[config.mk]
export PLATFORM = sky130hd
export DESIGN_NAME = emr_reporter
export DESIGN_NICKNAME = d
export VERILOG_FILES = /design/src/rtl/emr_reporter.v
export VERILOG_INCLUDE_DIRS = /design/src /design/src/inc
export SDC_FILE = /design/constraint.sdc
export NUM_CORES = 1
export LEC_CHECK = 0
export ABC_AREA = 1
export BUFFER_PORTS_ARGS = -buffer_cell sky130_fd_sc_hd__buf_4
export CAP_MARGIN = 10
export CORE_MARGIN = 5
export CORE_UTILIZATION = 45
export DETAILED_ROUTE_END_ITERATION = 16
export HOLD_SLACK_MARGIN = 0.1
export PLACE_DENSITY = 0.69
export SLEW_MARGIN = 20
export SYNTH_ARGS = -nofsm -noshare
export SYNTH_HDL_FRONTEND = slang
export SYNTH_SLANG_ARGS = --single-unit
[constraint.sdc]
create_clock -name clock -period 9.6 [get_ports clock]
set_clock_uncertainty 0.2 [all_clocks]
set_input_delay 1.92 -clock clock [delete_from_list [all_inputs] [get_ports clock]]
set_output_delay 1.92 -clock clock [all_outputs]
set_load 0.03 [all_outputs]
[src/inc/emr_map.vh]
// emergency message reporter constants: object ids, field positions, resets
// assumes inclusion by bare name from rtl files
`ifndef EMR_MAP_VH
`define EMR_MAP_VH
// object identifiers used as register selectors on the object port
`define EMR_IDX_FLAGS      16'h10f3
`define EMR_SUB_FLAGS      8'h05
`define EMR_IDX_CODE       16'h603f
`define EMR_SUB_CODE       8'h00
// flag word layout and reset
`define EMR_FLAG_EN_BIT    0
`define EMR_FLAGS_RESET    16'h0001
`define EMR_FLAGS_RO_MASK  16'h0006
// fault code composition
`define EMR_CODE_NONE      16'h0000
`define EMR_CODE_MFR_HI    8'hff
`define EMR_WARN_LO        8'ha0
`define EMR_WARN_HI        8'ha9
// queue depth while in init
`define EMR_QDEPTH         8
`define EMR_QPTR_W         3
// state machine codes for the link state
`define EMR_ESM_INIT       4'h1
`endif

[src/rtl/emr_reporter.v]
// emergency message reporter: composes 8-byte messages from alarm state,
// holds up to eight while in init, sends when preop or higher and enabled.
// assumes alarm inputs are synchronous to clock; mailbox sink handshakes.
`timescale 1ns/1ps
`default_nettype none
`include "emr_map.vh"

module emr_reporter (
    input  wire        clock,
    input  wire        reset,
    input  wire        alarmActive,
    input  wire [7:0]  alarmMain,
    input  wire [7:0]  alarmSub,
    input  wire [15:0] alarmStdCode,
    input  wire        alarmStdSel,
    input  wire        warnActive,
    input  wire [7:0]  warnNum,
    input  wire [7:0]  errRegValue,
    input  wire [3:0]  esmState,
    input  wire        objWrite,
    input  wire [15:0] objIndex,
    input  wire [7:0]  objSub,
    input  wire [15:0] objWrData,
    output reg  [15:0] objRdData,
    output reg         objRdValid,
    output reg  [15:0] faultCode,
    output reg  [15:0] flagWord,
    output reg         msgValid,
    input  wire        msgReady,
    output reg  [63:0] msgData,
    output reg  [3:0]  queueCount,
    output reg         queueDropped
);

// ----------------------------------------------------------------------
// fault code composition
// ----------------------------------------------------------------------
    reg  [15:0] codeNxt;
    wire        warnInRange = (warnNum >= `EMR_WARN_LO) && (warnNum <= `EMR_WARN_HI);
    // alarm beats warning; standard codes pass straight through
    always @* begin
        if (alarmActive) begin
            if (alarmStdSel)
                codeNxt = alarmStdCode;
            else
                codeNxt = {`EMR_CODE_MFR_HI, alarmMain};
        end else if (warnActive && warnInRange) begin
            codeNxt = {`EMR_CODE_MFR_HI, warnNum};
        end else begin
            codeNxt = `EMR_CODE_NONE;
        end
    end

    // object register outputs, flag word bit0 writable only
    always @(posedge clock or posedge reset) begin
        if (reset) begin
            faultCode  <= `EMR_CODE_NONE;
            flagWord   <= `EMR_FLAGS_RESET;
            objRdData  <= 16'h0000;
            objRdValid <= 1'b0;
        end else begin
            faultCode  <= codeNxt;
            objRdValid <= 1'b0;
            if (objWrite && objIndex == `EMR_IDX_FLAGS && objSub == `EMR_SUB_FLAGS)
                flagWord <= (objWrData & 16'h0001) | `EMR_FLAGS_RO_MASK;
            if (!objWrite && objIndex == `EMR_IDX_FLAGS && objSub == `EMR_SUB_FLAGS) begin
                objRdData  <= flagWord;
                objRdValid <= 1'b1;
            end else if (!objWrite && objIndex == `EMR_IDX_CODE &&
                         objSub == `EMR_SUB_CODE) begin
                objRdData  <= faultCode;
                objRdValid <= 1'b1;
            end
        end
    end

// ----------------------------------------------------------------------
// event detection
// ----------------------------------------------------------------------
    // an event is an alarm rise, a change of alarm, or an alarm clear;
    // warning-only changes are ignored on purpose
    reg         alarmPrev_r;
    reg  [15:0] codePrev_r;
    wire        alarmEvent = (alarmActive && (!alarmPrev_r || codeNxt != codePrev_r)) ||
                             (!alarmActive && alarmPrev_r);
    wire [7:0]  fieldByte0 = alarmActive ? alarmSub : 8'h00;
    wire [15:0] msgCode    = alarmActive ? codeNxt : codeNxt;
    wire [63:0] newMsg     = {msgCode, errRegValue, fieldByte0, 32'h00000000};
    wire        txEnable   = flagWord[`EMR_FLAG_EN_BIT];
    wire        inInit     = (esmState == `EMR_ESM_INIT);

    always @(posedge clock or posedge reset) begin
        if (reset) begin
            alarmPrev_r <= 1'b0;
            codePrev_r  <= 16'h0000;
        end else begin
            alarmPrev_r <= alarmActive;
            codePrev_r  <= codeNxt;
        end
    end

// ----------------------------------------------------------------------
// init queue, eight entries
// ----------------------------------------------------------------------
    reg  [63:0]          qMem [0:`EMR_QDEPTH-1];
    reg  [`EMR_QPTR_W-1:0] qRd_r;
    reg  [`EMR_QPTR_W-1:0] qWr_r;
    wire                 qFull  = (queueCount == 4'd8);
    wire                 qEmpty = (queueCount == 4'd0);
    // pending holds the latest live event; overwriting keeps final status
    reg                  pend_r;
    reg  [63:0]          pendMsg_r;
    wire                 push   = alarmEvent && txEnable && inInit && !qFull;
    wire                 canSend = !inInit && txEnable && (!msgValid || msgReady);
    wire                 popQ   = canSend && !qEmpty;
    wire                 sendPend = canSend && qEmpty && pend_r;

    // queue storage; written only, no reset needed for data
    always @(posedge clock) begin
        if (push)
            qMem[qWr_r] <= newMsg;
    end

    // pointers and count; older entries kept, newer dropped when full
    always @(posedge clock or posedge reset) begin
        if (reset) begin
            qRd_r        <= 3'd0;
            qWr_r        <= 3'd0;
            queueCount   <= 4'd0;
            queueDropped <= 1'b0;
        end else begin
            if (push)
                qWr_r <= qWr_r + 3'd1;
            if (popQ)
                qRd_r <= qRd_r + 3'd1;
            queueCount <= queueCount + {3'd0, push} - {3'd0, popQ};
            if (alarmEvent && txEnable && inInit && qFull)
                queueDropped <= 1'b1;
            else if (!inInit && qEmpty)
                queueDropped <= 1'b0;
        end
    end

// ----------------------------------------------------------------------
// transmit path toward the mailbox
// ----------------------------------------------------------------------
    always @(posedge clock or posedge reset) begin
        if (reset) begin
            pend_r    <= 1'b0;
            pendMsg_r <= 64'h0000000000000000;
            msgValid  <= 1'b0;
            msgData   <= 64'h0000000000000000;
        end else begin
            if (msgValid && msgReady)
                msgValid <= 1'b0;
            // event while live: newest wins if not yet sent
            if (alarmEvent && txEnable && !inInit) begin
                pend_r    <= 1'b1;
                pendMsg_r <= newMsg;
            end else if (sendPend) begin
                pend_r <= 1'b0;
            end
            if (!txEnable)
                pend_r <= 1'b0;
            if (popQ) begin
                msgValid <= 1'b1;
                msgData  <= qMem[qRd_r];
            end else if (sendPend) begin
                msgValid <= 1'b1;
                msgData  <= pendMsg_r;
            end
        end
    end

endmodule // emr_reporter
`default_nettype wire

==> impl_metrics.json <==
{
  "grt_busiest_layer": "met2",
  "hp-start": "pendMsg_r[44]$_DFFE_PP0P_",
  "critPathKind": "primary input to register",
  "overflow": 0,
  "nNetsFinal": 1574,
  "powerDensity_nw_per_um2": 182,
  "synth_cell_types": 37,
  "fill_cells": 2916,
  "synth_top_area_share_pct": 49.3,
  "fin_crit_ns": 5.28,
  "dieArea_sq_um": 38500,
  "reg2reg_from": "codePrev_r[6]$_DFF_PP0_",
  "cts_buffers": 36,
  "wl_per_cell_um": 19.7,
  "multi_input_area_sq_um": 4120,
  "cp_max_fo": 23,
  "grt_util_met3_pct": 3.68,
  "grt_pass1_wl_um": 59600,
  "clock_latency_ns": 0.51,
  "max_slew_margin_pct": 27.4,
  "cts_tree": "built",
  "die_width_um": 196,
  "power_frac_clock_pct": 43.9,
  "setup_ws_ns": 4.32,
  "stdcell_count": 1947,
  "arrival_ns": 5.47,
  "slew_viol_final": 0,
  "gp_congestion": 0.886,
  "synthTopCellsByArea": "edfxtp_1, dfrtp_1, mux2i_1",
  "ys_seq_area_share_pct": 67.4,
  "drive_gt1_share_pct": 17.2,
  "io_buffers": 157,
  "critical_path.startpoint": "alarmActive",
  "period_share_pct": 55.0,
  "grt_pass1_vias": 10500,
  "ir_drop_uv": 110,
  "cts_setup_buffers": 0,
  "antenna_found_initial": 0,
  "whs_ns": 0.278,
  "path_clk_slew_ns": 0.07,
  "synth_cells": 1324,
  "p_sw_uw": 680,
  "rsz0062_at_grt": "false",
  "wl_um": 38300,
  "place_ws_ns": 3.82,
  "maxCapViolations": 0,
  "vias_per_cell": 5.30,
  "comb_power_share_pct": 4.2,
  "grt.total_usage_pct": 19.7,
  "yosys_warnings": 0,
  "cts_num_sinks": 369,
  "vias": 10300,
  "tns_ns": 0,
  "setup_viol": 0,
  "p_int_uw": 2630,
  "drcViolationCount": 0,
  "dr.pass1.iters": 5,
  "p_leak_uw": 0.00734,
  "slowest_stage": "a21boi_1",
  "cts-root-buf": "clkbuf_16",
  "use_met1_pct": 26.5,
  "dp.cells": 1883,
  "grt_max_degree": 93,
  "grt_use_met2_pct": 32.7,
  "status": "complete, no violations",
  "avgSynthCellArea_sq_um": 11.8,
  "finish.utilization_pct": 53.1,
  "hpwl_um": 22000,
  "cp_cell_sequence": "buf_4, nand2_2, inv_2, nand2_1, a21boi_1, nor2_1, nor2_1, nand2_1, nor2_1, nand2_1, nand4_1, ha_1, inv_1, ha_1, fa_1, xor2_1",
  "synth_area_sq_um": 15600,
  "cp-end-kind": "register",
  "regArea_sq_um": 10500,
  "h-tree-depth": 2,
  "num_antenna_cells": 0,
  "postRouteAntennaNets": 0,
  "slowest_delay_ns": 0.79,
  "drt-initial-drc-count": 946,
  "cts_resized": 0,
  "hold_class": "register to register",
  "cp.required_ns": 9.79,
  "worstMarginPinSlew_ns": 1.09,
  "p_seq_share_pct": 51.9,
  "clk_path_buf_depth": 3,
  "fp.dieH_um": 196,
  "core.rowCount": 68,
  "swShare_pct": 20.5,
  "fmax_mhz": 189,
  "areaGrowthSynthToFinish_pct": 17.0,
  "io_pins": 218,
  "synth_top_cell_by_area": "edfxtp_1",
  "cp-start-kind": "primary input",
  "core_region_area_sq_um": 34400,
  "hold_viol": 0,
  "start_util_pct": 45.4,
  "ctsHoldBuffers": 0,
  "ys_seq_elements": 369
}
[metrics by stage]
stage | power, uW | area [sq um]
after floorplan | 1840 | 15800
after global routing | 3420 | 18300
final | 3310 | 18300
after global placement | 1890 | 17000
after CTS | 3330 | 18300
after detailed placement | 1890 | 17000
[kinds of logic after synthesis]
logic type	after synthesis	synth area share, %
multiplexers	65	4.18
adder cells (fa/ha/maj)	9	0.770
flip-flops	369	67.4
XOR/XNOR	5	0.281
buffers and inverters	248	7.50
AND/OR/NAND/NOR	304	8.32
AO/OA/AOI/OAI	323	11.5
other	1	0.0240
[area by class of cell]
cell class,count,area share [%]
Clock buffer,51,5.63
Inverter,133,2.76
Multi-Input combinational cell,751,22.6
Clock inverter,13,1.06
Timing Repair Buffer,175,7.20
Tap cell,455,3.12
Sequential cell,369,57.6
[worst paths after layout]
kind	to	slack (ns)	cells after the start
worst max register to register	queueCount[2]$_DFF_PP0_	6.29	15
max in group asynchronous	pendMsg_r[38]$_DFFE_PP0P_	6.49	3
min in group asynchronous	objRdData[9]$_DFFE_PP0P_	1.34	2
worst min register to register	pendMsg_r[44]$_DFFE_PP0P_	0.28	2
worst min-delay path	pendMsg_r[44]$_DFFE_PP0P_	0.28	2
worst max-delay path	queueCount[2]$_DFF_PP0_	4.32	16
[synth_stat cells (all sizes together)]
cell    number
xor2         4
nor2        55
o21ai      148
edfxtp     256
fa           1
o211ai      65
a21oi      106
clkbuf      48
o221ai       3
buf         67
nand2      168
conb         1
dfstp        1
ha           8
a21boi       1
or2          9
inv        132
nand3       52
dfrtp      112
nor3         9
nand4        6
mux2         1
clkinv       1
nor4b        1
mux2i       64
nor4         4
xnor2        1
[layout by cell type (no fill, tap or decap), types with 3 or more instances in the layout]
cell	count
edfxtp_1	256
buf_4	175
nand2_1	164
o21ai_0	128
inv_1	126
dfrtp_1	110
a21oi_1	105
o211ai_1	65
mux2i_1	64
nor2_1	54
nand3_1	51
conb_1	45
clkbuf_16	37
o21ai_1	20
clkbuf_1	9
nor3_2	8
ha_1	8
or2_1	6
nand4_1	6
clkbuf_8	5
bufinv_16	5
inv_2	4
nand2_2	4
clkinv_1	4
xor2_1	4
clkinv_2	3
or2_2	3
nor4_1	3
o221ai_1	3
clkinvlp_4	3
[registers in the layout (all words and copies together) (netlist names)]
| name | cells |
|---|---|
| queueCount | 4 |
| qRd_r | 3 |
| objRdValid | 1 |
| msgValid | 1 |
| qWr_r | 3 |
| msgData | 32 |
| objRdData | 16 |
| pendMsg_r | 32 |
| queueDropped | 1 |
| qMem | 256 |
| flagWord | 2 |
| pend_r | 1 |
| codePrev_r | 16 |
| alarmPrev_r | 1 |
[critical path, delay by kind of cell]
kind,cells,cell delay (ns)
buffers and inverters,3,0.31
AO/OA/AOI/OAI,1,0.79
AND/OR/NAND/NOR,8,1.45
XOR/XNOR,1,0.16
adder cells (fa/ha/maj),3,0.85
[layer usage]
metal / share of wire (%) / wire, um
met2: 48 / 18300
met3: 7.5 / 2860
met1: 42 / 15900
met4: 3.0 / 1150
met5: 0 / 0
[power by group through the flow]
stage / Sequential (uW) / Combinational [uW] / Clock, uW
4_1_cts: 1720 / 139 / 1470
3_3_place_gp: 1750 / 136 / 0
2_1_floorplan: 1760 / 83.1 / 0
3_5_place_dp: 1750 / 139 / 0
6_report: 1720 / 139 / 1460
5_1_grt: 1720 / 152 / 1540
(Power assumes the default switching activity.)
